===== src/canmbf_pkg.sv =====
// Package for the CAN message buffer formatter: word layout, sizes, types.
// Assumes a 16-bit word-addressed buffer RAM shared with the DMA engine.
package canmbf_pkg;

	// Buffer geometry
	localparam int BUF_WORDS = 8;
	localparam int NUM_BUFS = 32;
	localparam int BUF_IDX_W = 5;
	localparam int WORD_IDX_W = 3;
	localparam int ADDR_W = 16;
	localparam int WORD_W = 16;
	localparam int FIFO_DEPTH = 8;

	// Word indices inside one buffer
	localparam logic [2:0] W_IDENT = 3'h0;
	localparam logic [2:0] W_EXT_HIGH = 3'h1;
	localparam logic [2:0] W_EXT_LOW_LEN = 3'h2;
	localparam logic [2:0] W_DATA_0_1 = 3'h3;
	localparam logic [2:0] W_DATA_2_3 = 3'h4;
	localparam logic [2:0] W_DATA_4_5 = 3'h5;
	localparam logic [2:0] W_DATA_6_7 = 3'h6;
	localparam logic [2:0] W_FILTER_HIT = 3'h7;

	// Word 0 fields
	localparam int STD_ID_LSB = 2;
	localparam int STD_ID_MSB = 12;
	localparam int SRR_BIT = 1;
	localparam int IDE_BIT = 0;
	// Word 1 fields
	localparam int EXT_HI_LSB = 0;
	localparam int EXT_HI_MSB = 11;
	// Word 2 fields
	localparam int EXT_LO_LSB = 10;
	localparam int EXT_LO_MSB = 15;
	localparam int RTR_BIT = 9;
	localparam int RSV_HIGH_BIT = 8;
	localparam int RSV_LOW_BIT = 4;
	localparam int DLC_LSB = 0;
	localparam int DLC_MSB = 3;
	// Word 7 fields
	localparam int FHIT_LSB = 8;
	localparam int FHIT_MSB = 12;

	// Length code limit and reset values
	localparam logic [3:0] DLC_MAX = 4'h8;
	localparam logic [15:0] WORD_ZERO = 16'h0000;
	localparam logic [31:0] FLAGS_RESET = 32'h0000_0000;

	typedef struct packed {
		logic ide;
		logic srr;
		logic rtr;
		logic [10:0] standard_ident;
		logic [11:0] extended_ident_high;
		logic [5:0] extended_ident_low;
		logic [3:0] dlc;
		logic [63:0] data;
	} canmbf_frame_t;

	typedef struct packed {
		logic [ADDR_W-1:0] addr;
		logic [WORD_W-1:0] data;
	} canmbf_ram_wr_t;

	typedef enum logic [1:0] {
		RX_IDLE = 2'h0,
		RX_WRITE = 2'h1,
		RX_DRAIN = 2'h3
	} canmbf_rx_state_t;

	typedef enum logic [1:0] {
		TX_IDLE = 2'h0,
		TX_READ = 2'h1,
		TX_LAST = 2'h3,
		TX_HOLD = 2'h2
	} canmbf_tx_state_t;

endpackage : canmbf_pkg


===== src/canmbf_fifo.sv =====
// Small synchronous FIFO built from flip-flops, valid/ready on both sides.
// Assumes one clock; depth is a power of two.
`timescale 1ns/1ps
module canmbf_fifo #(
	parameter int WIDTH = 32,
	parameter int DEPTH = 8
) (
	// Clock and reset
	input wire logic mclk,
	input wire logic rst_n,
	// Fill side
	input wire logic in_valid,
	output logic in_ready,
	input wire logic [WIDTH-1:0] in_data,
	// Drain side
	output logic out_valid,
	input wire logic out_ready,
	output logic [WIDTH-1:0] out_data,
	// Status
	output logic empty
);
	localparam int PW = $clog2(DEPTH);

	logic [WIDTH-1:0] mem_reg [DEPTH];
	logic [PW-1:0] wr_ptr_reg;
	logic [PW-1:0] rd_ptr_reg;
	logic [PW:0] count_reg;
	logic push;
	logic pop;

	assign in_ready = (count_reg != (PW+1)'(DEPTH));
	assign out_valid = (count_reg != '0);
	assign empty = (count_reg == '0);
	assign push = in_valid && in_ready;
	assign pop = out_valid && out_ready;
	assign out_data = mem_reg[rd_ptr_reg];

	always_ff @(posedge mclk) begin
		if (push) begin
			mem_reg[wr_ptr_reg] <= in_data;
		end
	end

	always_ff @(posedge mclk or negedge rst_n) begin
		if (!rst_n) begin
			wr_ptr_reg <= '0;
			rd_ptr_reg <= '0;
			count_reg <= '0;
		end else begin
			if (push) begin
				wr_ptr_reg <= wr_ptr_reg + 1'b1;
			end
			if (pop) begin
				rd_ptr_reg <= rd_ptr_reg + 1'b1;
			end
			if (push && !pop) begin
				count_reg <= count_reg + 1'b1;
			end else if (pop && !push) begin
				count_reg <= count_reg - 1'b1;
			end
		end
	end

endmodule : canmbf_fifo


===== src/canmbf_core.sv =====
// CAN message buffer formatter: packs received frames into eight-word RAM
// buffers and unpacks transmit buffers read back from the same RAM.
// Assumes a word-addressed RAM with one-cycle read latency and a write port
// that may stall; buffer modes and the area come from control logic outside.
`timescale 1ns/1ps
module canmbf_core (
	// Clock and reset
	input wire logic mclk,
	input wire logic rst_n,
	// Buffer area set by software
	input wire logic [canmbf_pkg::ADDR_W-1:0] area_base,
	input wire logic [5:0] area_bufs,
	input wire logic [canmbf_pkg::NUM_BUFS-1:0] buf_is_tx,
	// Received frame from the protocol engine
	input wire logic rx_valid,
	output logic rx_ready,
	input wire canmbf_pkg::canmbf_frame_t rx_frame,
	input wire logic [4:0] rx_filter,
	input wire logic [canmbf_pkg::BUF_IDX_W-1:0] rx_buf,
	output logic rx_reject,
	// Flags
	input wire logic [canmbf_pkg::NUM_BUFS-1:0] full_clr,
	input wire logic [canmbf_pkg::NUM_BUFS-1:0] overrun_clr,
	output logic [canmbf_pkg::NUM_BUFS-1:0] receive_full_flag,
	output logic [canmbf_pkg::NUM_BUFS-1:0] receive_overrun_flag,
	// RAM write port
	output logic ram_wr_valid,
	input wire logic ram_wr_ready,
	output logic [canmbf_pkg::ADDR_W-1:0] ram_wr_addr,
	output logic [canmbf_pkg::WORD_W-1:0] ram_wr_data,
	// RAM read port
	output logic ram_rd_en,
	output logic [canmbf_pkg::ADDR_W-1:0] ram_rd_addr,
	input wire logic [canmbf_pkg::WORD_W-1:0] ram_rd_data,
	// Transmit request and decoded frame
	input wire logic tx_req,
	input wire logic [canmbf_pkg::BUF_IDX_W-1:0] tx_buf,
	output logic tx_busy,
	output logic tx_frame_valid,
	input wire logic tx_frame_ready,
	output canmbf_pkg::canmbf_frame_t tx_frame,
	output logic tx_remote
);

	// Address of one word inside the area
	function automatic logic [canmbf_pkg::ADDR_W-1:0] word_addr(
		input logic [canmbf_pkg::ADDR_W-1:0] base,
		input logic [canmbf_pkg::BUF_IDX_W-1:0] idx,
		input logic [2:0] word
	);
		logic [canmbf_pkg::ADDR_W-1:0] off;
		off = {{(canmbf_pkg::ADDR_W-8){1'b0}}, idx, word};
		return base + off;
	endfunction : word_addr

	// Build one buffer word from a received frame
	function automatic logic [15:0] pack_word(
		input canmbf_pkg::canmbf_frame_t f,
		input logic [4:0] fhit,
		input logic [2:0] word
	);
		logic [15:0] w;
		logic [3:0] len;
		logic [63:0] dat;
		w = canmbf_pkg::WORD_ZERO;
		len = (f.dlc > canmbf_pkg::DLC_MAX) ? canmbf_pkg::DLC_MAX : f.dlc;
		// Bytes past the length go out as zero, not stale data
		for (int b = 0; b < 8; b++) begin
			dat[b*8 +: 8] = (4'(b) < len) ? f.data[b*8 +: 8] : 8'h00;
		end
		case (word)
			canmbf_pkg::W_IDENT: begin
				w[canmbf_pkg::STD_ID_MSB:canmbf_pkg::STD_ID_LSB] =
					f.standard_ident;
				w[canmbf_pkg::SRR_BIT] = f.srr;
				w[canmbf_pkg::IDE_BIT] = f.ide;
			end
			canmbf_pkg::W_EXT_HIGH: begin
				w[canmbf_pkg::EXT_HI_MSB:canmbf_pkg::EXT_HI_LSB] =
					f.extended_ident_high;
			end
			canmbf_pkg::W_EXT_LOW_LEN: begin
				w[canmbf_pkg::EXT_LO_MSB:canmbf_pkg::EXT_LO_LSB] =
					f.extended_ident_low;
				w[canmbf_pkg::RTR_BIT] = f.rtr;
				w[canmbf_pkg::DLC_MSB:canmbf_pkg::DLC_LSB] = f.dlc;
			end
			canmbf_pkg::W_DATA_0_1: begin
				w = dat[15:0];
			end
			canmbf_pkg::W_DATA_2_3: begin
				w = dat[31:16];
			end
			canmbf_pkg::W_DATA_4_5: begin
				w = dat[47:32];
			end
			canmbf_pkg::W_DATA_6_7: begin
				w = dat[63:48];
			end
			canmbf_pkg::W_FILTER_HIT: begin
				w[canmbf_pkg::FHIT_MSB:canmbf_pkg::FHIT_LSB] = fhit;
			end
			default: begin
				w = canmbf_pkg::WORD_ZERO;
			end
		endcase
		return w;
	endfunction : pack_word

	// Receive path state
	canmbf_pkg::canmbf_rx_state_t rx_state_reg;
	canmbf_pkg::canmbf_frame_t rx_frame_reg;
	logic [4:0] rx_filter_reg;
	logic [canmbf_pkg::BUF_IDX_W-1:0] rx_buf_reg;
	logic [2:0] rx_word_reg;
	logic rx_accept;
	logic rx_in_area;
	logic rx_target_tx;
	logic rx_target_full;
	logic set_full;
	logic set_overrun;
	logic reject_reg;

	// FIFO fill and drain sides
	canmbf_pkg::canmbf_ram_wr_t fifo_in;
	canmbf_pkg::canmbf_ram_wr_t fifo_out;
	logic fifo_in_valid;
	logic fifo_in_ready;
	logic fifo_empty;

	assign rx_ready = (rx_state_reg == canmbf_pkg::RX_IDLE);
	assign rx_accept = rx_valid && rx_ready;
	assign rx_in_area = ({1'b0, rx_buf} < area_bufs);
	assign rx_target_tx = buf_is_tx[rx_buf];
	assign rx_target_full = receive_full_flag[rx_buf];
	assign rx_reject = reject_reg;

	always_ff @(posedge mclk or negedge rst_n) begin
		if (!rst_n) begin
			rx_state_reg <= canmbf_pkg::RX_IDLE;
			rx_word_reg <= '0;
			reject_reg <= 1'b0;
		end else begin
			reject_reg <= 1'b0;
			case (rx_state_reg)
				canmbf_pkg::RX_IDLE: begin
					rx_word_reg <= '0;
					if (rx_accept) begin
						// Transmit buffers and full buffers keep their contents
						if (!rx_in_area || rx_target_tx || rx_target_full) begin
							reject_reg <= 1'b1;
						end else begin
							rx_state_reg <= canmbf_pkg::RX_WRITE;
						end
					end
				end
				canmbf_pkg::RX_WRITE: begin
					if (fifo_in_ready) begin
						rx_word_reg <= rx_word_reg + 3'h1;
						if (rx_word_reg == canmbf_pkg::W_FILTER_HIT) begin
							rx_state_reg <= canmbf_pkg::RX_DRAIN;
						end
					end
				end
				canmbf_pkg::RX_DRAIN: begin
					// Flag only once every word has reached RAM
					if (fifo_empty) begin
						rx_state_reg <= canmbf_pkg::RX_IDLE;
					end
				end
				default: begin
					rx_state_reg <= canmbf_pkg::RX_IDLE;
				end
			endcase
		end
	end

	always_ff @(posedge mclk or negedge rst_n) begin
		if (!rst_n) begin
			rx_frame_reg <= '0;
			rx_filter_reg <= '0;
			rx_buf_reg <= '0;
		end else if (rx_accept) begin
			rx_frame_reg <= rx_frame;
			rx_filter_reg <= rx_filter;
			rx_buf_reg <= rx_buf;
		end
	end

	assign fifo_in_valid = (rx_state_reg == canmbf_pkg::RX_WRITE);
	assign fifo_in.addr = word_addr(area_base, rx_buf_reg, rx_word_reg);
	assign fifo_in.data = pack_word(rx_frame_reg, rx_filter_reg, rx_word_reg);

	canmbf_fifo #(
		.WIDTH($bits(canmbf_pkg::canmbf_ram_wr_t)),
		.DEPTH(canmbf_pkg::FIFO_DEPTH)
	) u_wr_fifo (
		.mclk(mclk),
		.rst_n(rst_n),
		.in_valid(fifo_in_valid),
		.in_ready(fifo_in_ready),
		.in_data(fifo_in),
		.out_valid(ram_wr_valid),
		.out_ready(ram_wr_ready),
		.out_data(fifo_out),
		.empty(fifo_empty)
	);

	assign ram_wr_addr = fifo_out.addr;
	assign ram_wr_data = fifo_out.data;

	// Flag set wins over a clear in the same cycle
	always_comb begin
		set_full = (rx_state_reg == canmbf_pkg::RX_DRAIN) && fifo_empty;
		set_overrun = rx_accept && rx_in_area && !rx_target_tx &&
			rx_target_full;
	end

	always_ff @(posedge mclk or negedge rst_n) begin
		if (!rst_n) begin
			receive_full_flag <= canmbf_pkg::FLAGS_RESET;
		end else begin
			for (int i = 0; i < canmbf_pkg::NUM_BUFS; i++) begin
				if (set_full && (rx_buf_reg == canmbf_pkg::BUF_IDX_W'(i))) begin
					receive_full_flag[i] <= 1'b1;
				end else if (full_clr[i]) begin
					receive_full_flag[i] <= 1'b0;
				end
			end
		end
	end

	always_ff @(posedge mclk or negedge rst_n) begin
		if (!rst_n) begin
			receive_overrun_flag <= canmbf_pkg::FLAGS_RESET;
		end else begin
			for (int i = 0; i < canmbf_pkg::NUM_BUFS; i++) begin
				if (set_overrun && (rx_buf == canmbf_pkg::BUF_IDX_W'(i))) begin
					receive_overrun_flag[i] <= 1'b1;
				end else if (overrun_clr[i]) begin
					receive_overrun_flag[i] <= 1'b0;
				end
			end
		end
	end

	// Transmit path: read eight words, one-cycle RAM latency
	canmbf_pkg::canmbf_tx_state_t tx_state_reg;
	logic [canmbf_pkg::BUF_IDX_W-1:0] tx_buf_reg;
	logic [2:0] rd_word_reg;
	logic cap_valid_reg;
	logic [2:0] cap_word_reg;
	logic [15:0] tx_words_reg [canmbf_pkg::BUF_WORDS];
	logic tx_start;

	assign tx_busy = (tx_state_reg != canmbf_pkg::TX_IDLE);
	assign tx_start = tx_req && !tx_busy && ({1'b0, tx_buf} < area_bufs);
	assign ram_rd_en = (tx_state_reg == canmbf_pkg::TX_READ);
	assign ram_rd_addr = word_addr(area_base, tx_buf_reg, rd_word_reg);
	assign tx_frame_valid = (tx_state_reg == canmbf_pkg::TX_HOLD);

	always_ff @(posedge mclk or negedge rst_n) begin
		if (!rst_n) begin
			tx_state_reg <= canmbf_pkg::TX_IDLE;
			tx_buf_reg <= '0;
			rd_word_reg <= '0;
		end else begin
			case (tx_state_reg)
				canmbf_pkg::TX_IDLE: begin
					rd_word_reg <= '0;
					if (tx_start) begin
						tx_buf_reg <= tx_buf;
						tx_state_reg <= canmbf_pkg::TX_READ;
					end
				end
				canmbf_pkg::TX_READ: begin
					rd_word_reg <= rd_word_reg + 3'h1;
					if (rd_word_reg == canmbf_pkg::W_FILTER_HIT) begin
						tx_state_reg <= canmbf_pkg::TX_LAST;
					end
				end
				canmbf_pkg::TX_LAST: begin
					tx_state_reg <= canmbf_pkg::TX_HOLD;
				end
				canmbf_pkg::TX_HOLD: begin
					if (tx_frame_ready) begin
						tx_state_reg <= canmbf_pkg::TX_IDLE;
					end
				end
				default: begin
					tx_state_reg <= canmbf_pkg::TX_IDLE;
				end
			endcase
		end
	end

	always_ff @(posedge mclk or negedge rst_n) begin
		if (!rst_n) begin
			cap_valid_reg <= 1'b0;
			cap_word_reg <= '0;
		end else begin
			cap_valid_reg <= ram_rd_en;
			cap_word_reg <= rd_word_reg;
		end
	end

	always_ff @(posedge mclk or negedge rst_n) begin
		if (!rst_n) begin
			for (int i = 0; i < canmbf_pkg::BUF_WORDS; i++) begin
				tx_words_reg[i] <= canmbf_pkg::WORD_ZERO;
			end
		end else if (cap_valid_reg) begin
			tx_words_reg[cap_word_reg] <= ram_rd_data;
		end
	end

	// Decode the captured words; word 7 is never written back
	always_comb begin
		logic [15:0] w0;
		logic [15:0] w2;
		logic [3:0] len;
		logic [63:0] raw;
		w0 = tx_words_reg[canmbf_pkg::W_IDENT];
		w2 = tx_words_reg[canmbf_pkg::W_EXT_LOW_LEN];
		raw = {tx_words_reg[canmbf_pkg::W_DATA_6_7],
			tx_words_reg[canmbf_pkg::W_DATA_4_5],
			tx_words_reg[canmbf_pkg::W_DATA_2_3],
			tx_words_reg[canmbf_pkg::W_DATA_0_1]};
		len = w2[canmbf_pkg::DLC_MSB:canmbf_pkg::DLC_LSB];
		if (len > canmbf_pkg::DLC_MAX) begin
			len = canmbf_pkg::DLC_MAX;
		end
		tx_frame = '0;
		tx_frame.standard_ident =
			w0[canmbf_pkg::STD_ID_MSB:canmbf_pkg::STD_ID_LSB];
		tx_frame.srr = w0[canmbf_pkg::SRR_BIT];
		tx_frame.ide = w0[canmbf_pkg::IDE_BIT];
		tx_frame.extended_ident_high = tx_words_reg[canmbf_pkg::W_EXT_HIGH]
			[canmbf_pkg::EXT_HI_MSB:canmbf_pkg::EXT_HI_LSB];
		tx_frame.extended_ident_low =
			w2[canmbf_pkg::EXT_LO_MSB:canmbf_pkg::EXT_LO_LSB];
		tx_frame.rtr = w2[canmbf_pkg::RTR_BIT];
		tx_frame.dlc = w2[canmbf_pkg::DLC_MSB:canmbf_pkg::DLC_LSB];
		for (int b = 0; b < 8; b++) begin
			tx_frame.data[b*8 +: 8] =
				(4'(b) < len) ? raw[b*8 +: 8] : 8'h00;
		end
		// Standard frames ask for remote data through SRR, not RTR
		tx_remote = tx_frame.ide ? tx_frame.rtr : tx_frame.srr;
	end

endmodule : canmbf_core


===== config.mk =====
export PLATFORM = sky130hd
export DESIGN_NAME = canmbf_core
export DESIGN_NICKNAME = d
export VERILOG_FILES = /design/src/canmbf_pkg.sv /design/src/canmbf_fifo.sv /design/src/canmbf_core.sv
export SDC_FILE = /design/constraint.sdc
export NUM_CORES = 1
export LEC_CHECK = 0
export BUFFER_PORTS_ARGS = -buffer_cell sky130_fd_sc_hd__buf_4
export CORE_MARGIN = 1
export CORE_UTILIZATION = 41
export CTS_BUF_LIST = sky130_fd_sc_hd__clkbuf_8
export DETAILED_ROUTE_END_ITERATION = 8
export PLACE_DENSITY_LB_ADDON = 0.3
export SKIP_LAST_GASP = 1
export SLEW_MARGIN = 20
export SYNTH_ARGS = -nofsm -noshare
export SYNTH_HDL_FRONTEND = slang
export SYNTH_SLANG_ARGS = --single-unit

===== constraint.sdc =====
create_clock -name mclk -period 8.2 [get_ports mclk]
set_input_delay 0.82 -clock mclk [delete_from_list [all_inputs] [get_ports mclk]]
set_output_delay 0.82 -clock mclk [all_outputs]
set_load 0.03 [all_outputs]

## Word level (Yosys, flattened, before mapping)

Memories as Yosys holds them, arrays and structs flattened.
Index checks and enable logic that the tools add are counted.

| word-level totals | value |
|---|---|
| memories kept | 1 |
| output and inout bits | 219 |
| input bits | 255 |
| register bits | 332 |
| bits in writable memories | 256 |
| word-level logic and storage cells | 552 |

Memory list:

| memory | depth | width | rd ports | clocked after memory_dff | wr ports | RTL line | text |
|---|---|---|---|---|---|---|---|
| u_wr_fifo.mem_reg | 8 | 32 | 1 | 0 | 1 | canmbf_fifo.sv:24 | `logic [WIDTH-1:0] mem_reg [DEPTH];` |

| operators by class | value |
|---|---|
| bitwise logic cells | 1 |
| $add $sub $neg | 8 |
| magnitude comparators | 23 |
| reduce and logical (&&, ||, !) cells | 162 |
| eq/ne operators | 84 |
| muxes and demuxes | 180 |

Operator list:

| cell | count |
|---|---|
| $eq A5 B5 Y1 const B | 32 |
| $mux W1 | 136 |
| $reduce_bool A2 Y1 | 68 |
| $bwmux W128 | 1 |
| $mux W8 | 16 |
| $eq A5 B4 Y1 const B | 16 |
| $logic_and A1 B1 Y1 | 76 |
| $demux W16 S3 | 1 |
| $eq A5 B3 Y1 const B | 8 |
| $add A16 B8 Y16 | 2 |
| $lt A3 B4 Y1 const A | 8 |
| $pmux W4 S7 | 1 |
| $pmux W3 S8 | 1 |
| $pmux W4 S6 | 1 |
| $eq A5 B2 Y1 const B | 4 |
| $lt A1 B4 Y1 const A | 4 |
| $lt A2 B4 Y1 const A | 4 |
| $mux W16 | 1 |
| $mux W2 | 8 |
| $mux W4 | 4 |
| $eq A3 B3 Y1 const B | 5 |
| $pmux W3 S5 | 1 |
| $pmux W1 S7 | 2 |
| $add A3 B1 Y3 const B | 4 |
| other kinds (31) | 54 |

## Depth between registers and ports, before layout

Gate-level depths: netlist (run 1).

| logic depth | value |
|---|---|
| word-level depth | 7 |
| mapped depth | 12 |
| mapped depth without buffers | 11 |

## Hierarchy

Synthesis (run 1) repeated with hierarchy kept, for this count alone.

| unflattened totals | value |
|---|---|
| cell total of the unflattened synthesis | 1875 |
| area, all modules | 24960.2 µm² |

Modules (own cells, without submodules):

| module | sequential area each (µm²) | area an instance (µm²) | times used | cells each |
|---|---|---|---|---|
| canmbf_core | 7357.1 | 14602.8 | 1 | 1442 |
| canmbf_fifo | 7937.6 | 10357.4 | 1 | 433 |

## Worst setup path before layout (run 1)

OpenSTA, ideal clock, no wires.

| timing | value |
|---|---|
| path kind | reg-to-reg |
| start | register rx_state_reg[1] |
| end | memory u_wr_fifo.mem_reg[3][0], enable pin |
| period minus slack after synthesis | 4191 ps |
| library setup time | 468 ps |
| required time | 7732 ps |
| path slack | 4009 ps |
| stages on the path, launching flop included | 7 |
| data arrival time | 3723 ps |
| buffers on the path | 2 |
| cells stage by stage | dfrtp_1 clkbuf_1 nand2b_1 a21oi_1 buf_1 nand2_1 nor3b_1 |

| between the ends | value |
|---|---|
| word-level cells in the longest chain between the ends | 4 |

RTL lines:

| what | RTL line | text |
|---|---|---|
| from (decl) | canmbf_core.sv:111 | `canmbf_pkg::canmbf_rx_state_t rx_state_reg;` |
| from (signal assigned) | canmbf_core.sv:140 | `rx_state_reg <= canmbf_pkg::RX_IDLE;` |
| from (signal assigned) | canmbf_core.sv:153 | `rx_state_reg <= canmbf_pkg::RX_WRITE;` |
| from (signal assigned) | canmbf_core.sv:161 | `rx_state_reg <= canmbf_pkg::RX_DRAIN;` |
| $eq A2 B1 Y1 | canmbf_core.sv:190 | `assign fifo_in_valid = (rx_state_reg == canmbf_pkg::RX_WRITE);` |
| $logic_and A1 B1 Y1 | canmbf_fifo.sv:34 | `assign push = in_valid && in_ready;` |
| via u_wr_fifo.push | canmbf_fifo.sv:28 | `logic push;` |
| $mux W1 | canmbf_fifo.sv:39 | `if (push) begin` |
| $mux W1 (implied by the code) | canmbf_fifo.sv:40 | `mem_reg[wr_ptr_reg] <= in_data;` |
| to (decl) | canmbf_fifo.sv:24 |  |

The timed path passes the listed nets, and every way through them passes these cells.

## Worst setup path after layout (run 1)

| timing | value |
|---|---|
| start | register rd_word_reg[0] |
| end | output port ram_rd_addr[14] in the netlist's numbering |

| between the ends | value |
|---|---|
| word-level cells in the longest chain between the ends | 1 |

RTL lines:

| what | RTL line | text |
|---|---|---|
| from (decl) | canmbf_core.sv:250 | `logic [2:0] rd_word_reg;` |
| from (signal assigned) | canmbf_core.sv:277 | `rd_word_reg <= rd_word_reg + 3'h1;` |
| $add A16 B8 Y16 | canmbf_core.sv:53 | `return base + off;` |
| to (decl) | canmbf_core.sv:33 | `output logic [canmbf_pkg::ADDR_W-1:0] ram_rd_addr,` |

Every way passes these cells.

==> qor.log, run 1 <==
qor: run_status.outcome finished clean
qor: floorplan.fp.dieArea 60100 um2
qor: finish.layout_cell_share_with_drive_strength_beyond_1 45.1%
qor: cts.cts-buffers-inserted 91
qor: worst_setup_path.ff2ff_setup_slack 5010 ps
qor: placement.port_buffers 473
qor: global_route.via_count_of_the_first_global_routing_pass 16300
qor: cts.cts_hold_buf 0
qor: yosys.sequential_fraction_of_the_synthesis_area 63.1%
qor: global_route.antenna_violations_before_repair 12
qor: floorplan.row_count 88
qor: cts.clkLatencyLatePin 680 ps
qor: yosys.yosys_most_used_dff dfrtp_1
qor: placement.gp_routability_congestion 0.939
qor: route.via_per_inst 5.31
qor: floorplan.io_pins 474
qor: placement.preCtsSetupSlack 4180 ps
qor: sta.slew-limit-headroom 27.2%
qor: sta.timing.final.ws_setup 3990 ps
qor: worst_setup_path.cp_cell_sequence ha_1 -> inv_1 -> fa_1 -> nor2b_1 -> o21ai_0 -> a21boi_0 -> o221ai_1 -> a211oi_1 -> xor2_1 -> buf_4
qor: cts.cts_resized 0
qor: yosys.ys_async_sr_fraction 54.3%
qor: worst_setup_path.crit_arrival 3390 ps
qor: sta.unrepaired_setup_endpoints_after_global_routing false
qor: finish.largest_reg_flops 256
qor: power.design_power_total 12.6 mW
qor: min_path.worstHoldPathType input port to asynchronous set/reset pin
qor: worst_setup_path.worstPathBufferInverterCount 2
qor: cts.clock_path_buffers 3
qor: route.drtPass1Iterations 5
qor: sta.timing_hold_violations_final 0
qor: route.postRouteAntennaNets 0
qor: power.power_per_cell_area 414 nW/um2
qor: worst_setup_path.ff2ff_path_depth 5
qor: yosys.post_synth_num_cell_types 53
qor: yosys.synth-seq-cells 560
qor: cts.cts_tree yes
qor: yosys.avgSynthCellArea 15.2 um2
qor: sta.fin_worst_skew 39.1 ps
qor: floorplan.start_util 41.7%
qor: finish.fin_util 52.3%
qor: cts.postCtsSetupRepairBufs 0
qor: yosys.mappedNetlistArea 24200 um2
qor: cts.cts_root_buf clkbuf_8
qor: global_route.grt.overflow.total 0
qor: worst_setup_path.r2r-start rx_word_reg[1]$_DFFE_PN0P_
qor: global_route.grt_first_pass_wirelength 101000 um
qor: finish.syn2layout_area_growth 25.3%
qor: worst_setup_path.critical_path_class flip-flop to output pin
qor: worst_setup_path.cpLargestDelayFamily compound AO/OA/AOI/OAI gates
qor: floorplan.core 58000 um2
qor: sta.report.final.setup_viol 0
qor: sta.transition_at_the_pin_with_the_smallest_max_transition_slack 1090 ps
qor: yosys.synth_warnings 0
qor: cts.clock_sink_count 560
qor: route.detail_route.drc_violations 0
qor: yosys.synthesis.nets 1892
qor: worst_setup_path.endpoint_kind output pin
qor: route.vias 15600
qor: sta.fin_tns_setup 0 ps
qor: floorplan.chipHeight 245 um
qor: route.first_iter_violations 956
qor: sta.slew_viol_final 0
qor: worst_setup_path.worstReg2RegEnd u_wr_fifo.mem_reg[2][11]$_DFFE_PP_
qor: sta.min_period_over_period 51.3%
qor: flow_run.max_cap_viol_count 0
qor: worst_setup_path.slowest_delay 410 ps
qor: worst_setup_path.crit_slowest_cell dfrtp_1
qor: placement.dp_hpwl 48000 um
qor: power.ir_drop 0.000221 V
qor: finish.nets 2382
qor: yosys.synth_edf_count 256
qor: route.detail_route.wirelength 68100 um
qor: sta.fmaxAchievable 238 MHz
qor: worst_setup_path.crit_path_start_kind flip-flop
qor: global_route.globalRouteTotalUtil 22.7%
qor: worst_setup_path.required_time_at_the_endpoint_of_the_critical_path 7380 ps
qor: global_route.grt_max_degree 85
qor: worst_setup_path.critPathMaxFanout 5
qor: cts.cts.htree.levels 3
qor: floorplan.dieWidth 245 um
qor: cts.worst_setup_hold_path_clk_slew 60 ps
qor: power.static-leakage-power 12.6 nW
qor: route.routed_wire_length_per_instance 23.2 um
qor: yosys.netlist_instances 1597
qor: sta.final.min_clock_period 4210 ps
cell usage after synthesis, drive strengths merged, types with 3 or more instances:
cell | instances | area [um2]
or3 | 5 | 31.3
nor4 | 3 | 18.8
o21a | 3 | 22.5
or2 | 8 | 50.1
a22o | 6 | 52.6
mux4 | 72 | 1630
a21o | 8 | 60.1
a22oi | 25 | 188
fa | 3 | 60.1
xnor2 | 16 | 140
nor3 | 6 | 30.0
a221oi | 4 | 35.0
xor2 | 17 | 149
a222oi | 12 | 120
and2 | 11 | 68.8
clkbuf | 44 | 165
ha | 37 | 463
mux2i | 18 | 180
a41oi | 5 | 43.8
nand2b | 14 | 87.6
nor2 | 37 | 139
o2111ai | 4 | 35.0
a21boi | 4 | 30.0
o22ai | 66 | 413
inv | 88 | 330
edfxtp | 256 | 7690
a211oi | 9 | 67.6
nand2 | 45 | 169
buf | 54 | 349
nand3 | 24 | 120
nor3b | 6 | 45.0
nor2b | 69 | 432
nand4b | 3 | 26.3
mux2 | 253 | 2850
o21ai | 18 | 90.1
dfrtp | 304 | 7610
a21oi | 23 | 115
a31oi | 3 | 18.8
per-layer routing:
metal / GRT usage, % / part of all wire [%] / vias up
li1: - / - / 6938
met1: 29.1 / 40 / 7877
met2: 37.1 / 50 / 597
met3: 5.48 / 7.0 / 137
met4: 8.53 / 3.1 / 10
met5: 0 / 0.12 / -
cell families after synthesis:
kind of cell	after synthesis	share of synthesized area [%]
DFF	560	63.1
muxes	343	19.2
and+or+nand+nor	237	5.20
xor gates and xnor gates	33	1.19
AOI/OAI and AO/OA	198	5.61
adders and majority gates	40	2.16
buffers and inverters	186	3.49
per-stage QoR:
step,instance area (um2),hold WS [ps],std cells
CTS,30300,128,2923
floorplan,24200,404,1597
detailed placement,28500,457,2758
global route,30400,161,2931
global placement,28500,457,2758
finish,30400,139,2931
cell type report:
class | instances | area, um2
Clock buffer | 110 | 1510
Sequential cell | 560 | 15300
Antenna cell | 7 | 17.5
Multi-Input combinational cell | 851 | 8160
Inverter | 88 | 330
Fill cell | 4858 | 27700
Clock inverter | 55 | 337
Timing Repair Buffer | 495 | 3730
Tap cell | 765 | 957
worst max-delay path by stage:
stage	startpoint	cells after the start	slack, ps	end
floorplan	rx_state_reg[1]$_DFFE_PN0P_	6	4010	u_wr_fifo.mem_reg[3][0]$_DFFE_PP_
global placement	area_base[0]	11	4220	ram_rd_addr[10]
detailed placement	area_base[0]	11	4180	ram_rd_addr[14]
CTS	u_wr_fifo.rd_ptr_reg[0]$_DFFE_PN0P_	4	3890	ram_wr_data[12]
global route	rd_word_reg[0]$_DFFE_PN0P_	10	3710	ram_rd_addr[12]
finish	rd_word_reg[0]$_DFFE_PN0P_	10	3990	ram_rd_addr[14]
power by group:
group	switching, mW	internal (mW)	leakage (nW)	total, mW
sequential	0.534	4.25	6.12	4.79
combinational	3.13	2.22	5.42	5.35
clock	1.14	1.29	1.05	2.43
total	4.81	7.76	12.6	12.6
layout by cell type (no fill, tap or decap), drive strengths merged, types with 8 or more instances in the layout:
cell | synthesis | routed
nand3 | 24 | 24
or2 | 8 | 8
xnor2 | 16 | 16
o21ai | 18 | 18
o22ai | 66 | 66
a21oi | 23 | 23
a22oi | 25 | 25
buf | 54 | 495
and2 | 11 | 11
a21o | 8 | 8
mux4 | 72 | 72
nand2b | 14 | 14
a211oi | 9 | 9
clkinv | 0 | 20
edfxtp | 256 | 256
mux2 | 253 | 253
inv | 88 | 118
nor2 | 37 | 37
mux2i | 18 | 18
clkbuf | 44 | 110
dfrtp | 304 | 304
a222oi | 12 | 12
nand2 | 45 | 45
xor2 | 17 | 17
ha | 37 | 37
nor2b | 69 | 69
Note: power is estimated with default switching activity, not from simulation.
==> inputs of run 2 (changes only) <==
==> constraint.sdc (replaced) <==
create_clock -name mclk -period 3.9 [get_ports mclk]
set_input_delay 0.39 -clock mclk [delete_from_list [all_inputs] [get_ports mclk]]
set_output_delay 0.39 -clock mclk [all_outputs]
set_load 0.03 [all_outputs]
==> run 2 against run 1 <==
Routed wire length grew 3.7%; combinational power grew 110%; count of clock-buffer cells in the layout grew 2; clock power grew 120%; clock skew grew 16 ps; total power grew 110%; via count grew 5.8%; die area is the same; worst hold slack lost 56 ps.
==> qor.log, run 2 (synthesis gave the netlist of run 1 again) <==
qor: flow_run.max_cap_viol_count 0
qor: worst_setup_path.critPathMaxFanout 5
qor: cts.worst_setup_hold_path_clk_slew 50 ps
qor: finish.nets 2588
qor: route.routed_wire_length_per_instance 22.5 um
qor: worst_setup_path.crit_arrival 3190 ps
qor: floorplan.dieWidth 245 um
qor: global_route.grt_first_pass_wirelength 105000 um
qor: run_status.outcome finished clean
qor: min_path.worstHoldPathType input port to flip-flop
qor: placement.port_buffers 473
qor: global_route.grt.overflow.total 0
qor: route.drtPass1Iterations 6
qor: sta.slew-limit-headroom 19.8%
qor: finish.layout.cells.most_common buf_4
qor: cts.clock_path_buffers 3
qor: cts.cts-buffers-inserted 94
qor: floorplan.row_count 88
qor: route.vias 16500
qor: finish.largest_reg_flops 256
qor: worst_setup_path.cp_cell_sequence ha_1 -> inv_1 -> fa_1 -> nor2b_1 -> o21ai_0 -> a21boi_1 -> o221ai_2 -> a211oi_1 -> xor2_1 -> buf_4
qor: cts.cts_root_buf clkbuf_8
qor: sta.timing_hold_violations_final 0
qor: cts.clkLatencyLatePin 710 ps
qor: floorplan.chipHeight 245 um
qor: global_route.antenna_violations_before_repair 11
qor: min_path.hold_path.startpoint rx_valid
qor: power.power_frac_seq 37.5%
qor: route.detail_route.drc_violations 0
qor: cts.cts.htree.levels 3
qor: route.first_iter_violations 1052
qor: worst_setup_path.cp-startpoint rd_word_reg[0]$_DFFE_PN0P_
qor: cts.clock_sink_count 560
qor: finish.syn2layout_area_growth 34.2%
qor: sta.fin_tns_setup 0 ps
qor: floorplan.start_util 41.7%
qor: sta.fmaxAchievable 280 MHz
qor: floorplan.io_pins 474
qor: power.static-leakage-power 13.5 nW
qor: route.detail_route.wirelength 70600 um
qor: sta.fin_worst_skew 55.5 ps
qor: cts.cts_tree yes
qor: sta.final.min_clock_period 3580 ps
qor: finish.layout_cell_share_with_drive_strength_beyond_1 41.8%
qor: placement.dp_hpwl 48200 um
qor: power.power_report.internal_total 16.6 mW
qor: power.power.switching 10.3 mW
qor: power.design_power_total 26.9 mW
qor: power.ir_drop 0.000509 V
qor: floorplan.fp.dieArea 60100 um2
qor: route.via_per_inst 5.24
qor: finish.layout.cells.non_filler 3141
qor: placement.placed_cells_incl_taps 2767
qor: finish.final_design_area_no_fill 32500 um2
qor: worst_setup_path.slowest_delay 390 ps
qor: worst_setup_path.r2r-start rx_word_reg[0]$_DFFE_PN0P_
qor: power.clock_power_share 19.8%
qor: sta.min_period_over_period 91.7%
qor: finish.multi_input_comb_area 8160 um2
qor: sta.transition_at_the_pin_with_the_smallest_max_transition_slack 1200 ps
qor: cts.postCtsSetupRepairBufs 0
qor: worst_setup_path.crit_slowest_cell dfrtp_1
qor: sta.unrepaired_setup_endpoints_after_global_routing false
qor: floorplan.core 58000 um2
qor: finish.regArea 15300 um2
qor: global_route.globalRouteTotalUtil 23.5%
qor: route.postRouteAntennaNets 0
qor: worst_setup_path.crit_path_start_kind flip-flop
qor: power.power_per_cell_area 829 nW/um2
qor: finish.layout_common_cells buf_4 (497), dfrtp_1 (302), edfxtp_1 (256)
qor: worst_setup_path.required_time_at_the_endpoint_of_the_critical_path 3510 ps
qor: placement.dpl_cell_area 28600 um2
qor: sta.slew_viol_final 0
qor: worst_setup_path.endpoint_kind output pin
qor: power.switching_share 38.2%
qor: finish.layout.filler_cells 4669
qor: worst_setup_path.critical_path_class flip-flop to output pin
qor: sta.hold-worst-slack 83.6 ps
qor: sta.report.final.setup_viol 0
qor: global_route.grt_max_degree 113
qor: power.comb_pwr_share 42.7%
qor: global_route.via_count_of_the_first_global_routing_pass 17500
qor: placement.gp_routability_congestion 0.959
## run 2: changes by cell type in the layout (fill, tap and decap cells not counted), sizes merged
cell / change
buf: +9
bufinv: +1
clkbuf: +2
clkinv: +3
clkinvlp: -2
diode: +3
dlygate4sd3: +194
## run 2: stage by stage
step / setup WS, ps / utilization, %
detailed placement: 719 / 49.3
floorplan: -291 / -
CTS: 22.8 / 55.9
finish: 325 / 56.0
global route: 6.86 / 56.0
global placement: 787 / 49.3
## run 2: layer usage
metal,track usage (%),vias up,wire (um)
met1,28.5,8329,28100
met2,39.1,629,35200
li1,-,7358,-
met3,5.98,136,4790
met5,0,-,31
met4,10.9,4,2440
## run 2: final timing paths
check / end / slack [ps] / cells past startpoint
min in group asynchronous: tx_words_reg[60]$_DFFE_PN0P_ / 310 / 2
worst min register to register: cap_word_reg[0]$_DFF_PN0_ / 430 / 0
worst max-delay path: ram_rd_addr[10] / 320 / 10
max in group asynchronous: rx_frame_reg[46]$_DFFE_PN0P_ / 2570 / 3
worst max register to register: u_wr_fifo.mem_reg[4][28]$_DFFE_PP_ / 740 / 9
worst min-delay path: rx_state_reg[0]$_DFFE_PN0P_ / 80 / 3
## run 2: layout make-up
cell class / instances / area share, %
Tap cell: 765 / 2.94
Clock inverter: 57 / 1.19
Multi-Input combinational cell: 851 / 25.1
Inverter: 88 / 1.02
Timing Repair Buffer: 698 / 17.8
Sequential cell: 560 / 47.1
Antenna cell: 10 / 0.0770
Clock buffer: 112 / 4.74
## run 2: repair_timing
action	CTS	global route
gates resized for setup	0	3
hold buffers	194	0
endpoints found under the hold margin	379	0
setup endpoints to repair	0	4
## run 2: worst max-delay path, delay by kind of cell, from the launching register on
| family | cells | cell delay [ps] |
|---|---|---|
| compound gates | 4 | 990 |
| xor+xnor | 1 | 180 |
| fa+ha+maj | 2 | 580 |
| buf+inv | 2 | 240 |
| flops | 1 | 390 |
| simple gates | 1 | 120 |
## run 2: power by group through the flow
stage / sequential (mW) / clock, mW / combinational (mW)
CTS: 10.1 / 5.47 / 11.6
detailed placement: 10.2 / 0 / 11.4
finish: 10.1 / 5.33 / 11.5
global placement: 10.1 / 0 / 11.2
global route: 10.3 / 5.74 / 12.2
floorplan: 9.67 / 0 / 7.77
==> inputs of run 3 (changes only) <==
--- a/config.mk
+++ b/config.mk
@@ -8,7 +8,7 @@
 export BUFFER_PORTS_ARGS = -buffer_cell sky130_fd_sc_hd__buf_4
 export CORE_MARGIN = 1
 export CORE_UTILIZATION = 41
-export CTS_BUF_LIST = sky130_fd_sc_hd__clkbuf_8
+export CTS_BUF_LIST = sky130_fd_sc_hd__clkbuf_4 sky130_fd_sc_hd__clkbuf_8
 export DETAILED_ROUTE_END_ITERATION = 8
 export PLACE_DENSITY_LB_ADDON = 0.3
 export SKIP_LAST_GASP = 1
==> run 3 against run 2 <==
Maximum frequency hardly changed; worst hold slack better by 2.0 ps; clock power is 4.7% higher; register-to-register slack hardly changed; total power is 0.93% higher; first-iteration DRC count is 2.1% higher; critical path depth stayed put; core utilization is 0.17 points higher; largest cell class unchanged.
==> qor.log, run 3 (synthesis gave the netlist of run 1 again) <==
qor: sta.final.min_clock_period 3580 ps
qor: finish.final_design_area_no_fill 32600 um2
qor: min_path.worstHoldPathType input port to flip-flop
qor: finish.layout.cells.most_common buf_4
qor: floorplan.dieWidth 245 um
qor: cts.worst_setup_hold_path_clk_slew 50 ps
qor: sta.slew-limit-headroom 22.3%
qor: route.routed_wire_length_per_instance 22.5 um
qor: worst_setup_path.endpoint_kind output pin
qor: route.via_per_inst 5.26
qor: sta.transition_at_the_pin_with_the_smallest_max_transition_slack 1160 ps
qor: sta.unrepaired_setup_endpoints_after_global_routing false
qor: global_route.via_count_of_the_first_global_routing_pass 17600
qor: min_path.worst_hold_path.endpoint rx_state_reg[0]$_DFFE_PN0P_
qor: route.postRouteAntennaNets 0
qor: sta.fin_worst_skew 57.1 ps
qor: global_route.globalRouteTotalUtil 23.6%
qor: worst_setup_path.r2r-start rx_word_reg[0]$_DFFE_PN0P_
qor: finish.regArea 15300 um2
qor: placement.dpl_cell_area 28600 um2
qor: placement.gp_routability_congestion 0.959
qor: floorplan.io_pins 474
qor: placement.preCtsSetupSlack 719 ps
qor: min_path.hold_path.startpoint rx_valid
qor: route.vias 16500
qor: worst_setup_path.ff2ff_setup_slack 730 ps
qor: cts.clkLatencyLatePin 710 ps
qor: cts.cts_root_buf clkbuf_8
qor: power.power_per_cell_area 834 nW/um2
qor: min_path.worst_hold_path.num_cells 3
qor: sta.min_period_over_period 91.7%
qor: worst_setup_path.required_time_at_the_endpoint_of_the_critical_path 3510 ps
qor: worst_setup_path.critPathMaxFanout 5
qor: finish.layout.filler_cells 4668
qor: global_route.grt_first_pass_wirelength 106000 um
qor: route.drtPass1Iterations 7
qor: finish.layout_cell_share_with_drive_strength_beyond_1 42.9%
qor: route.detail_route.drc_violations 0
qor: floorplan.start_util 41.7%
qor: floorplan.fp.dieArea 60100 um2
qor: finish.layout_common_cells buf_4 (497), dfrtp_1 (302), edfxtp_1 (256)
qor: flow_run.max_cap_viol_count 0
qor: power.static-leakage-power 13.5 nW
qor: worst_setup_path.critical_path_class flip-flop to output pin
qor: worst_setup_path.worstReg2RegEnd u_wr_fifo.mem_reg[4][28]$_DFFE_PP_
qor: finish.largest_reg_flops 256
qor: route.detail_route.wirelength 70800 um
qor: sta.report.final.setup_viol 0
qor: placement.dp_hpwl 48200 um
qor: cts.clock_path_buffers 3
qor: worst_setup_path.crit_path_start_kind flip-flop
qor: sta.slew_viol_final 0
qor: sta.timing_hold_violations_final 0
qor: sta.fmaxAchievable 280 MHz
qor: cts.postCtsSetupRepairBufs 0
qor: power.ir_drop 0.000509 V
qor: placement.port_buffers 473
qor: floorplan.chipHeight 245 um
qor: worst_setup_path.cp-startpoint rd_word_reg[0]$_DFFE_PN0P_
qor: global_route.grt.overflow.total 0
qor: finish.syn2layout_area_growth 34.6%
qor: floorplan.core 58000 um2
qor: cts.cts.htree.levels 3
qor: route.first_iter_violations 1074
qor: cts.cts_tree yes
qor: worst_setup_path.crit_arrival 3190 ps
qor: sta.timing.final.ws_setup 324 ps
qor: cts.cts-buffers-inserted 94
qor: run_status.outcome finished clean
qor: global_route.antenna_violations_before_repair 11
qor: finish.nets 2588
qor: floorplan.row_count 88
qor: cts.clock_sink_count 560
qor: finish.multi_input_comb_area 8160 um2
qor: global_route.grt_max_degree 113
qor: worst_setup_path.ff2ff_path_depth 9
[run 3: through the flow]
step | cells | utilization (%) | power, mW | setup TNS, ps | hold slack (ps)
floorplan | 1597 | - | 17.4 | -20300 | 94.4
global placement | 2767 | 49.3 | 21.3 | 0 | 418
detailed placement | 2767 | 49.3 | 21.6 | 0 | 436
CTS | 3130 | 56.1 | 27.4 | 0 | 13.1
global route | 3139 | 56.2 | 28.5 | 0 | 65.9
finish | 3144 | 56.2 | 27.2 | 0 | 85.6
[run 3: final cells by class]
cell class	instances	area share (%)
Timing Repair Buffer	698	17.8
Inverter	88	1.01
Antenna cell	13	0.0998
Sequential cell	560	46.9
Tap cell	765	2.94
Clock buffer	138	5.33
Clock inverter	31	0.883
Multi-Input combinational cell	851	25.0
[run 3: metal layers]
metal  vias up  wire length [um]  GRT usage, %
met4         4              2770          11.6
met1      8387             28100          28.5
li1       7368                 -             -
met3       154              4630          5.89
met2       623             35200          39.1
met5         -                31             0
[run 3: worst max path at each step]
stage	to	slack (ps)	depth (start not counted)
floorplan	u_wr_fifo.mem_reg[3][0]$_DFFE_PP_	-290	6
global placement	ram_rd_addr[10]	790	11
detailed placement	receive_overrun_flag[23]$_DFFE_PN0P_	720	7
CTS	ram_rd_addr[14]	20	10
global route	ram_rd_addr[12]	7	10
finish	ram_rd_addr[10]	320	10
[run 3: what timing repair did]
action,4_1_cts,5_1_grt
hold buffers,194,0
gates resized for setup,0,3
endpoints found under the setup margin,0,4
endpoints found under the hold margin,379,0
[run 3: critical path: stages, from the launching register on]
cell and delay (ps):
dfrtp_1 400, ha_1 190, inv_1 60, fa_1 390
nor2b_1 120, o21ai_0 110, a21boi_1 290, o221ai_2 280
a211oi_1 310, xor2_1 180, buf_4 180
[run 3: power breakdown]
| group | total (mW) | switching (mW) | internal (mW) |
|---|---|---|---|
| Clock | 5.58 | 2.49 | 3.09 |
| Sequential | 10.1 | 1.17 | 8.94 |
| Combinational | 11.5 | 6.64 | 4.87 |
